--- src/rocs_pkg.sv ---
// Purpose: Shared constants for the receive output clock select block.
// Assumes: A single 40 MHz system clock; registers on a 32-bit Avalon-MM slave.
// Notes: Three-level selects are held as two-bit codes in the control register.
`default_nettype none

package rocs_pkg;

  // ----------------------------------------------------------------------
  // Bus and register map
  // ----------------------------------------------------------------------
  localparam int ADDR_W = 4;
  localparam int BUS_W = 32;
  localparam logic [3:0] OFF_CTRL = 4'h0;
  localparam logic [3:0] OFF_STATUS = 4'h4;

  // Control fields.
  localparam int CTRL_W = 8;
  localparam int CTRL_CKSEL_LSB = 0;
  localparam int CTRL_RATE_BIT = 2;
  localparam int CTRL_BOND_BIT = 3;
  localparam int CTRL_DEC_LSB = 4;
  localparam int CTRL_MODE_LSB = 6;
  localparam logic [7:0] CTRL_RESET = 8'h11;

  // Status fields.
  localparam int ST_MODE_LSB = 0;
  localparam int ST_MASTER_BIT = 3;
  localparam int ST_CFGERR_BIT = 4;
  localparam int ST_BOND_BIT = 5;
  localparam int ST_LVLA_LSB = 8;
  localparam int ST_LVLB_LSB = 12;

  // ----------------------------------------------------------------------
  // Three-level codes and receive modes
  // ----------------------------------------------------------------------
  localparam logic [1:0] LVL_LOW = 2'h0;
  localparam logic [1:0] LVL_MID = 2'h1;
  localparam logic [1:0] LVL_HIGH = 2'h2;
  localparam logic [1:0] RXMODE_BOND_2 = 2'h2;
  localparam logic [1:0] RXMODE_BOND_3 = 2'h3;

  typedef enum logic [2:0]
  {
    CLK_REF = 3'b001,
    CLK_REC = 3'b010,
    CLK_BOND = 3'b100
  } rocs_clk_mode_t;

  // ----------------------------------------------------------------------
  // Data path and timing
  // ----------------------------------------------------------------------
  localparam int DATA_W = 8;
  localparam int STAT_W = 3;
  localparam int WORD_W = DATA_W + STAT_W + 1;
  localparam int FIFO_DEPTH = 8;
  localparam int NUM_CH = 2;
  localparam int SYNC_W = 4;
  localparam int IDX_REF = 2;
  localparam int IDX_MASTER = 3;
  localparam int REF_DLY_W = 2;
  localparam int REF_TAP_A = 0;
  localparam int REF_TAP_C = 1;

endpackage : rocs_pkg

`default_nettype wire

--- src/rocs_rx_output_clock_select.sv ---
// Purpose: Receive output clock selection and output registers for two channels.
// Assumes: Reference and recovered clocks are far slower than sys_clk.
// Notes: Output clocks are rebuilt from sampled edges, so they carry sys_clk jitter.
//
// Register access over Avalon-MM and the register addresses were decided locally.
`default_nettype none

// --------------------------------------------------------------------------
// Word FIFO
// --------------------------------------------------------------------------
module rocs_fifo #(
  parameter int WIDTH = 12,
  parameter int DEPTH = 8
) (
  // Clock and reset
  input wire logic sys_clk,
  input wire logic rst_n,
  // Fill side
  input wire logic inValid,
  output logic inReady,
  input wire logic [WIDTH-1:0] inData,
  // Drain side
  output logic outValid,
  input wire logic outReady,
  output logic [WIDTH-1:0] outData,
  // Fill level
  output logic [$clog2(DEPTH):0] level
);
  localparam int PTR_W = $clog2(DEPTH);

  logic [WIDTH-1:0] memFf [DEPTH];
  logic [PTR_W-1:0] wrPtrFf;
  logic [PTR_W-1:0] rdPtrFf;
  logic [PTR_W:0] countFf;
  wire doPush;
  wire doPop;

  assign inReady = (countFf != (PTR_W+1)'(DEPTH));
  assign outValid = (countFf != '0);
  assign doPush = inValid & inReady;
  assign doPop = outValid & outReady;
  assign outData = memFf[rdPtrFf];
  assign level = countFf;

  always_ff @(posedge sys_clk)
  begin
    if (doPush)
    begin
      memFf[wrPtrFf] <= inData;
    end
  end

  always_ff @(posedge sys_clk)
  begin
    if (!rst_n)
    begin
      wrPtrFf <= '0;
      rdPtrFf <= '0;
      countFf <= '0;
    end
    else
    begin
      if (doPush)
      begin
        wrPtrFf <= (wrPtrFf == PTR_W'(DEPTH - 1)) ? '0 : wrPtrFf + 1'b1;
      end
      if (doPop)
      begin
        rdPtrFf <= (rdPtrFf == PTR_W'(DEPTH - 1)) ? '0 : rdPtrFf + 1'b1;
      end
      countFf <= countFf + (PTR_W+1)'(doPush) - (PTR_W+1)'(doPop);
    end
  end
endmodule : rocs_fifo

module rocs_rx_output_clock_select #(
  parameter int FIFO_DEPTH = rocs_pkg::FIFO_DEPTH
) (
  // Clock and reset
  input wire logic sys_clk,
  input wire logic rst_n,
  // Avalon-MM register slave
  input wire logic [rocs_pkg::ADDR_W-1:0] avs_address,
  input wire logic avs_read,
  input wire logic avs_write,
  input wire logic [rocs_pkg::BUS_W-1:0] avs_writedata,
  output logic [rocs_pkg::BUS_W-1:0] avs_readdata,
  output logic avs_waitrequest,
  // Clock pins from outside this domain
  input wire logic referenceClockIn,
  input wire logic [rocs_pkg::NUM_CH-1:0] recoveredClockIn,
  // Words from the receive channels
  input wire logic [rocs_pkg::NUM_CH-1:0] chValid,
  output logic [rocs_pkg::NUM_CH-1:0] chReady,
  input wire logic [rocs_pkg::NUM_CH-1:0][rocs_pkg::DATA_W-1:0] chData,
  input wire logic [rocs_pkg::NUM_CH-1:0][rocs_pkg::STAT_W-1:0] chStatus,
  input wire logic [rocs_pkg::NUM_CH-1:0] chParity,
  // Output clock pins
  output logic rxClockOutATrue,
  output logic rxClockOutACompl,
  output logic rxClockOutC,
  output logic rxClockBTrueOut,
  output logic rxClockBTrueOe,
  input wire logic rxClockBTrueIn,
  output logic rxClockBComplOut,
  output logic rxClockBComplOe,
  // Parallel outputs
  output logic [rocs_pkg::NUM_CH-1:0][rocs_pkg::DATA_W-1:0] rxParallelData,
  output logic [rocs_pkg::NUM_CH-1:0][rocs_pkg::STAT_W-1:0] rxCharStatus,
  output logic [rocs_pkg::NUM_CH-1:0] rxOddParityOut
);
  localparam int LVL_W = $clog2(FIFO_DEPTH) + 1;

  // ------------------------------------------------------------------------
  // Input synchronisers
  // ------------------------------------------------------------------------
  logic [rocs_pkg::SYNC_W-1:0] metaFf;
  logic [rocs_pkg::SYNC_W-1:0] syncFf;
  logic [rocs_pkg::SYNC_W-1:0] syncDlyFf;
  wire [rocs_pkg::SYNC_W-1:0] pinVec;
  wire refLevel;
  wire refRise;
  wire masterSel;

  assign pinVec = {rxClockBTrueIn, referenceClockIn, recoveredClockIn};
  assign refLevel = syncFf[rocs_pkg::IDX_REF];
  assign refRise = syncFf[rocs_pkg::IDX_REF] & ~syncDlyFf[rocs_pkg::IDX_REF];
  assign masterSel = syncFf[rocs_pkg::IDX_MASTER];

  always_ff @(posedge sys_clk)
  begin
    if (!rst_n)
    begin
      metaFf <= '0;
      syncFf <= '0;
      syncDlyFf <= '0;
    end
    else
    begin
      metaFf <= pinVec;
      syncFf <= metaFf;
      syncDlyFf <= syncFf;
    end
  end

  // ------------------------------------------------------------------------
  // Register slave
  // ------------------------------------------------------------------------
  logic [rocs_pkg::CTRL_W-1:0] ctrlFf;
  logic ackFf;
  logic [rocs_pkg::BUS_W-1:0] readDataFf;
  rocs_pkg::rocs_clk_mode_t modeFf;
  rocs_pkg::rocs_clk_mode_t nxtMode;
  wire request;
  wire hitCtrl;
  wire hitStatus;
  wire [rocs_pkg::BUS_W-1:0] statusWord;
  wire [rocs_pkg::BUS_W-1:0] readMux;
  wire [1:0] clockSourceSelect;
  wire rateSelect;
  wire bondEnable;
  wire [1:0] decoderModeSelect;
  wire [1:0] rxModeSelect;
  wire bondActive;
  wire cfgError;
  wire [rocs_pkg::NUM_CH-1:0][LVL_W-1:0] fifoLevel;

  // A request stalls one cycle so that read data can be registered.
  assign request = avs_read | avs_write;
  assign avs_waitrequest = request & ~ackFf;
  assign avs_readdata = readDataFf;
  assign hitCtrl = (avs_address == rocs_pkg::OFF_CTRL);
  assign hitStatus = (avs_address == rocs_pkg::OFF_STATUS);

  assign clockSourceSelect = ctrlFf[rocs_pkg::CTRL_CKSEL_LSB +: 2];
  assign rateSelect = ctrlFf[rocs_pkg::CTRL_RATE_BIT];
  assign bondEnable = ctrlFf[rocs_pkg::CTRL_BOND_BIT];
  assign decoderModeSelect = ctrlFf[rocs_pkg::CTRL_DEC_LSB +: 2];
  assign rxModeSelect = ctrlFf[rocs_pkg::CTRL_MODE_LSB +: 2];
  assign bondActive = bondEnable & ((rxModeSelect == rocs_pkg::RXMODE_BOND_2)
                    | (rxModeSelect == rocs_pkg::RXMODE_BOND_3));
  // Decoder bypass with a non-middle select is only flagged, not corrected.
  assign cfgError = (decoderModeSelect == rocs_pkg::LVL_LOW)
                  & (clockSourceSelect != rocs_pkg::LVL_MID);

  assign statusWord = {16'h0000,
                       fifoLevel[1][3:0],
                       fifoLevel[0][3:0],
                       2'h0,
                       bondActive,
                       cfgError,
                       masterSel,
                       modeFf};
  assign readMux = hitCtrl ? {24'h000000, ctrlFf} : hitStatus ? statusWord : '0;

  // Code 2'h3 is treated as the high level.
  always_comb
  begin
    if (clockSourceSelect == rocs_pkg::LVL_LOW)
    begin
      nxtMode = rocs_pkg::CLK_REF;
    end
    else if (clockSourceSelect == rocs_pkg::LVL_MID || !bondActive)
    begin
      nxtMode = rocs_pkg::CLK_REC;
    end
    else
    begin
      nxtMode = rocs_pkg::CLK_BOND;
    end
  end

  always_ff @(posedge sys_clk)
  begin
    if (!rst_n)
    begin
      ctrlFf <= rocs_pkg::CTRL_RESET;
      ackFf <= 1'b0;
      readDataFf <= '0;
      modeFf <= rocs_pkg::CLK_REC;
    end
    else
    begin
      ackFf <= request & ~ackFf;
      modeFf <= nxtMode;
      if (request && !ackFf)
      begin
        readDataFf <= readMux;
      end
      if (avs_write && ackFf && hitCtrl)
      begin
        ctrlFf <= avs_writedata[rocs_pkg::CTRL_W-1:0];
      end
    end
  end

  // ------------------------------------------------------------------------
  // Recovered clock rebuild per channel
  // ------------------------------------------------------------------------
  logic [rocs_pkg::NUM_CH-1:0] halfFf;
  logic [rocs_pkg::NUM_CH-1:0] genFf;
  wire [rocs_pkg::NUM_CH-1:0] recRise;
  wire [rocs_pkg::NUM_CH-1:0] nxtGen;
  wire [rocs_pkg::NUM_CH-1:0] tick;

  genvar ch;
  generate
    for (ch = 0; ch < rocs_pkg::NUM_CH; ch++)
    begin : g_rec
      assign recRise[ch] = syncFf[ch] & ~syncDlyFf[ch];
      // Half rate toggles on each recovered rising edge.
      assign nxtGen[ch] = rateSelect ? (halfFf[ch] ^ recRise[ch]) : syncFf[ch];
      // At half rate every edge of the true clock is a data edge.
      assign tick[ch] = rateSelect ? (nxtGen[ch] ^ genFf[ch])
                                   : (nxtGen[ch] & ~genFf[ch]);

      always_ff @(posedge sys_clk)
      begin
        if (!rst_n)
        begin
          halfFf[ch] <= 1'b0;
          genFf[ch] <= 1'b0;
        end
        else
        begin
          halfFf[ch] <= halfFf[ch] ^ recRise[ch];
          genFf[ch] <= nxtGen[ch];
        end
      end
    end
  endgenerate

  // ------------------------------------------------------------------------
  // Output clock drivers
  // ------------------------------------------------------------------------
  logic [rocs_pkg::REF_DLY_W-1:0] refDlyFf;
  logic clkAFf;
  logic clkCFf;
  logic clkBFf;
  logic oeBFf;
  wire isRef;
  wire isBond;
  wire nxtClkA;
  wire nxtClkC;
  wire nxtOeB;

  assign isRef = (modeFf == rocs_pkg::CLK_REF);
  assign isBond = (modeFf == rocs_pkg::CLK_BOND);
  // The rate select plays no part in the reference path.
  assign nxtClkA = isRef ? refDlyFf[rocs_pkg::REF_TAP_A]
                 : isBond ? nxtGen[masterSel]
                 : nxtGen[0];
  // C takes a later tap than A, so the two differ in phase by one sys_clk.
  assign nxtClkC = isRef & refDlyFf[rocs_pkg::REF_TAP_C];
  // B floats in reference mode and whenever the bond enable bit is set.
  assign nxtOeB = (modeFf == rocs_pkg::CLK_REC) & ~bondEnable;

  always_ff @(posedge sys_clk)
  begin
    if (!rst_n)
    begin
      refDlyFf <= '0;
      clkAFf <= 1'b0;
      clkCFf <= 1'b0;
      clkBFf <= 1'b0;
      oeBFf <= 1'b0;
    end
    else
    begin
      refDlyFf <= {refDlyFf[rocs_pkg::REF_DLY_W-2:0], refLevel};
      clkAFf <= nxtClkA;
      clkCFf <= nxtClkC;
      clkBFf <= nxtGen[1];
      oeBFf <= nxtOeB;
    end
  end

  assign rxClockOutATrue = clkAFf;
  assign rxClockOutACompl = ~clkAFf;
  assign rxClockOutC = clkCFf;
  assign rxClockBTrueOut = clkBFf;
  assign rxClockBTrueOe = oeBFf;
  assign rxClockBComplOut = ~clkBFf;
  assign rxClockBComplOe = oeBFf;

  // ------------------------------------------------------------------------
  // Channel buffers and output registers
  // ------------------------------------------------------------------------
  logic [rocs_pkg::NUM_CH-1:0][rocs_pkg::WORD_W-1:0] outWordFf;
  wire [rocs_pkg::NUM_CH-1:0] update;
  wire [rocs_pkg::NUM_CH-1:0] fifoValid;
  wire [rocs_pkg::NUM_CH-1:0][rocs_pkg::WORD_W-1:0] fifoWord;

  generate
    for (ch = 0; ch < rocs_pkg::NUM_CH; ch++)
    begin : g_out
      // Output words move on the same cycle as the recovered clock edge they belong to, and one cycle before the A edge in reference mode.
      assign update[ch] = isRef ? refRise
                        : isBond ? tick[masterSel]
                        : tick[ch];

      rocs_fifo #(
        .WIDTH(rocs_pkg::WORD_W),
        .DEPTH(FIFO_DEPTH)
      ) u_fifo (
        .sys_clk(sys_clk),
        .rst_n(rst_n),
        .inValid(chValid[ch]),
        .inReady(chReady[ch]),
        .inData({chParity[ch], chStatus[ch], chData[ch]}),
        .outValid(fifoValid[ch]),
        .outReady(update[ch]),
        .outData(fifoWord[ch]),
        .level(fifoLevel[ch])
      );

      // An empty buffer at a data edge holds the previous word.
      always_ff @(posedge sys_clk)
      begin
        if (!rst_n)
        begin
          outWordFf[ch] <= '0;
        end
        else if (update[ch] && fifoValid[ch])
        begin
          outWordFf[ch] <= fifoWord[ch];
        end
      end

      assign rxParallelData[ch] = outWordFf[ch][rocs_pkg::DATA_W-1:0];
      assign rxCharStatus[ch] = outWordFf[ch][rocs_pkg::DATA_W +: rocs_pkg::STAT_W];
      assign rxOddParityOut[ch] = outWordFf[ch][rocs_pkg::WORD_W-1];
    end
  endgenerate

endmodule : rocs_rx_output_clock_select

`default_nettype wire

--- config.mk ---
export PLATFORM = sky130hd
export DESIGN_NAME = rocs_rx_output_clock_select
export DESIGN_NICKNAME = d
export VERILOG_FILES = /design/src/rocs_pkg.sv /design/src/rocs_rx_output_clock_select.sv
export SDC_FILE = /design/constraint.sdc
export NUM_CORES = 1
export LEC_CHECK = 0
export BUFFER_PORTS_ARGS = -buffer_cell sky130_fd_sc_hd__clkbuf_2
export CAP_MARGIN = 40
export CORE_AREA = 5 5 144 146
export DETAILED_ROUTE_END_ITERATION = 10
export DIE_AREA = 0 0 149 151
export PLACE_DENSITY = 0.81
export SYNTH_ARGS = -nofsm -noshare
export SYNTH_HDL_FRONTEND = slang
export SYNTH_SLANG_ARGS = --single-unit
export TNS_END_PERCENT = 50
--- constraint.sdc ---
create_clock -name sys_clk -period 6.45 [get_ports sys_clk]
set_clock_uncertainty 0.1 [all_clocks]
set_input_delay 0.9675 -clock sys_clk [delete_from_list [all_inputs] [get_ports sys_clk]]
set_output_delay 0.9675 -clock sys_clk [all_outputs]
set_load 0.03 [all_outputs]
==> qor.json <==
{
  "ctsHoldBuffers": {"value": 0},
  "worstPathMaxFanout": {"value": 13},
  "syn_to_final_growth": {"value": 14.9, "unit": "%"},
  "gpl.final_weighted_congestion": {"value": 0.777},
  "grt_max_degree": {"value": 67},
  "global_route_wire_length_before_repair": {"value": 33400, "unit": "µm"},
  "synth-async-reset-ratio": {"value": 0},
  "dr_total_vias": {"value": 6416},
  "fin_area": {"value": 0.0131, "unit": "mm²"},
  "overflow_left_after_global_routing": {"value": 0},
  "core": {"value": 0.0193, "unit": "mm²"},
  "avgViaCountPerCell": {"value": 5.59},
  "filler_cell_count": {"value": 1317},
  "dpl.hpwl": {"value": 13200, "unit": "µm"},
  "worst_path_dominant_cell_family": {"value": "adder cells"},
  "via_count_of_the_first_global_routing_pass": {"value": 6322},
  "synthTopCellsByCount": {"value": "sky130_fd_sc_hd__edfxtp_1 (192), sky130_fd_sc_hd__dfxtp_1 (91), sky130_fd_sc_hd__nand2_1 (77)"},
  "cp.required": {"value": 6.77, "unit": "ns"},
  "setup_total_negative_slack": {"value": 0, "unit": "ns"},
  "timing.critical_path.to_type": {"value": "flop"},
  "worst_setup_path_class": {"value": "reg -> reg"},
  "outcome": {"value": "finished clean"},
  "p_sw_frac": {"value": 0.239},
  "maxCapViolCount": {"value": 0},
  "setup_repair_after_global_routing_missed_its_margin": {"value": "no"},
  "timing.slew.headroom": {"value": 0.434},
  "finalMaxSlewViolations": {"value": 0},
  "io_buffers": {"value": 95},
  "placement.cell_area": {"value": 0.0122, "unit": "mm²"},
  "fin_crit": {"value": 4.12, "unit": "ns"},
  "final.period_utilization": {"value": 0.639},
  "yosys-top-cells-area": {"value": "sky130_fd_sc_hd__edfxtp_1 (51%), sky130_fd_sc_hd__dfxtp_1 (16%), sky130_fd_sc_hd__mux4_2 (7.1%)"},
  "hold_path.class": {"value": "reg -> reg"},
  "wire_per_inst": {"value": 18.3, "unit": "µm"},
  "drcViolationCount": {"value": 0},
  "root_buffer": {"value": "sky130_fd_sc_hd__clkbuf_16"},
  "cpMaxStageDelayCell": {"value": "sky130_fd_sc_hd__nand2_1"},
  "worst-slew-pin-transition": {"value": 0.846, "unit": "ns"},
  "power.leakage": {"value": 4.68, "unit": "nW"},
  "dieArea": {"value": 0.0225, "unit": "mm²"},
  "critPathLaunchType": {"value": "flop"},
  "critical_path.max_stage_delay": {"value": 0.58, "unit": "ns"},
  "cell_count_after_synthesis": {"value": 759},
  "cts-resized-gates": {"value": 0},
  "cts_tree": {"value": "built"},
  "layout-drive-gt1-share": {"value": 0.264},
  "timing.final.hold_violations": {"value": 0},
  "setup_violations": {"value": 0},
  "postCtsSetupBuffers": {"value": 0},
  "die_x": {"value": 149, "unit": "µm"},
  "numCtsBuffers": {"value": 28},
  "grt_antenna_before_repair": {"value": 0},
  "power_frac_clock": {"value": 0.375},
  "synthesis.area_per_instance": {"value": 15.0, "unit": "µm²"},
  "clock_insertion_delay_worst_skew": {"value": 0.53, "unit": "ns"},
  "cell_internal_pwr": {"value": 0.00320, "unit": "W"},
  "die_y": {"value": 151, "unit": "µm"},
  "yosysUniqueCellTypes": {"value": 56},
  "crit_arrival": {"value": 4.44, "unit": "ns"},
  "ys.flop_type": {"value": "sky130_fd_sc_hd__edfxtp_1"},
  "synth.cell_area": {"value": 0.0114, "unit": "mm²"},
  "clock_path_buffers": {"value": 3},
  "io_pins": {"value": 136},
  "ys_seq_area_frac": {"value": 0.667},
  "drt_pass1_iterations": {"value": 5},
  "diodes": {"value": 0},
  "cts.clk_slew.worst_paths": {"value": 0.06, "unit": "ns"},
  "power.switching": {"value": 0.00100, "unit": "W"},
  "fp-row-count": {"value": 51},
  "netlist.area_leader.share": {"value": 0.507},
  "synthesis.yosys.warnings": {"value": 0},
  "finalWirelength": {"value": 21000, "unit": "µm"},
  "vdd_drop_max": {"value": 0.234, "unit": "mV"},
  "critical_path.n_buffers_inverters": {"value": 3},
  "multiInputGateArea": {"value": 0.00347, "unit": "mm²"},
  "cts.sink_count": {"value": 283},
  "initialDrtViolationCount": {"value": 351},
  "synth_edf_count": {"value": 192},
  "grt_use_total": {"value": 0.188},
  "combPwrFrac": {"value": 0.126},
  "synthMostInstantiatedCell": {"value": "sky130_fd_sc_hd__edfxtp_1"},
  "drt.antenna.violating_nets": {"value": 0},
  "power_frac_seq": {"value": 0.499},
  "floorplan.initialDensity": {"value": 0.590},
  "max_freq": {"value": 0.243, "unit": "GHz"},
  "power.density": {"value": 322, "unit": "mW/mm²"},
  "synth.ff_latch_count": {"value": 283},
  "clock_tree.htree_level_count": {"value": 1},
  "worst-r2r-setup-slack": {"value": 2.33, "unit": "ns"},
  "worstPathCellList": {"value": "o21ai_0, a32o_1, ha_1, nand2b_1, and3_1, o21ai_1, nand2_1, inv_1, ha_1, inv_1, ha_1, inv_1, fa_1, xnor2_1, and2_1"},
  "synth_area_leader_cell": {"value": "sky130_fd_sc_hd__edfxtp_1"},
  "final_nets": {"value": 957},
  "ff_latch_area": {"value": 0.00759, "unit": "mm²"},
  "total_power": {"value": 0.00421, "unit": "W"}
}
-- metrics by stage --
step           cells  hold slack [ns]  worst slack (ns)  utilization
6_report        1148            0.316              2.33        0.678
5_1_grt         1148            0.352              1.97        0.678
4_1_cts         1148            0.320              2.30        0.678
3_5_place_dp    1098            0.312              2.31        0.631
3_3_place_gp    1093            0.299              2.38        0.627
2_1_floorplan    774            0.295              3.15            -
-- power by group through the flow --
stage | combinational, W | sequential (W) | clock (W)
floorplan | 0.000375 | 0.00215 | 0
finish | 0.000532 | 0.00210 | 0.00158
CTS | 0.000539 | 0.00210 | 0.00161
global route | 0.000589 | 0.00211 | 0.00169
global placement | 0.000516 | 0.00213 | 0
detailed placement | 0.000535 | 0.00214 | 0
-- layer usage --
| layer | routed length [µm] | GRT usage |
|---|---|---|
| met3 | 1380 | 0.0335 |
| met1 | 9240 | 0.270 |
| met2 | 9980 | 0.306 |
| met4 | 351 | 0.0421 |
| met5 | 0 | 0 |
-- state kept, by name (all words and copies together), names as in the netlist, 2 cells and up --
signal and cells:
metaFf 4, g_out.u_fifo.wrPtrFf 6, rxOddParityOut 2, ctrlFf 8, refDlyFf 2, rxCharStatus 6, g_out.u_fifo.level 8, rxParallelData 16
syncDlyFf 2, g_out.u_fifo.memFf 192, avs_readdata 16, modeFf 3, syncFf 4, halfFf 2, g_out.u_fifo.rdPtrFf 6
-- kinds of logic (layout without fill, tap and decap cells) --
family / count (synthesis) / count (layout) / synth area share
buffers and inverters: 81 / 190 / 0.0370
XOR/XNOR: 6 / 6 / 0.00462
AO/OA/AOI/OAI: 88 / 88 / 0.0590
other: 1 / 16 / 0.000330
AND/OR/NAND/NOR: 188 / 188 / 0.0859
adder cells (fa/ha/maj): 24 / 24 / 0.0277
flip-flops: 283 / 283 / 0.667
multiplexers: 88 / 88 / 0.118
-- final timing paths --
kind	startpoint	to	cells after the start
worst max-delay path	ctrlFf[2]$_SDFFE_PN0P_	g_out[1].u_fifo.level[2]$_SDFF_PN0_	15
worst min register to register	refDlyFf[1]$_SDFF_PN0_	rxClockOutC$_SDFF_PN0_	2
worst max register to register	ctrlFf[2]$_SDFFE_PN0P_	g_out[1].u_fifo.level[2]$_SDFF_PN0_	15
worst min-delay path	refDlyFf[1]$_SDFF_PN0_	rxClockOutC$_SDFF_PN0_	2
-- tightest hold or removal path, stage by stage, from the launching register on --
cell and delay (ns):
sky130_fd_sc_hd__dfxtp_1 0.30, sky130_fd_sc_hd__nand2_1 0.05, sky130_fd_sc_hd__nor2_1 0.03
-- placed cells by master, fill, tap and decap left out, types with 12 or more instances in the layout --
cell / count
sky130_fd_sc_hd__nand2_1: 77
sky130_fd_sc_hd__nor2_1: 14
sky130_fd_sc_hd__dfxtp_1: 90
sky130_fd_sc_hd__mux4_2: 36
sky130_fd_sc_hd__a22oi_1: 12
sky130_fd_sc_hd__inv_1: 21
sky130_fd_sc_hd__conb_1: 16
sky130_fd_sc_hd__clkbuf_2: 94
sky130_fd_sc_hd__a21boi_0: 20
sky130_fd_sc_hd__ha_1: 22
sky130_fd_sc_hd__edfxtp_1: 192
sky130_fd_sc_hd__nand3_1: 14
sky130_fd_sc_hd__and2_1: 25
sky130_fd_sc_hd__buf_4: 21
sky130_fd_sc_hd__o211ai_1: 12
sky130_fd_sc_hd__mux2_2: 12
sky130_fd_sc_hd__mux2i_1: 40
sky130_fd_sc_hd__clkbuf_16: 28
sky130_fd_sc_hd__nand4_1: 14
-- area by class of cell --
type                            count  share of cell area
Clock inverter                     11              0.0108
Multi-Input combinational cell    410               0.266
Clock buffer                       39              0.0583
Tap cell                          265              0.0254
Sequential cell                   283               0.581
Inverter                           22             0.00632
Timing Repair Buffer              118              0.0526
Note: power is estimated with default switching activity, not from simulation.
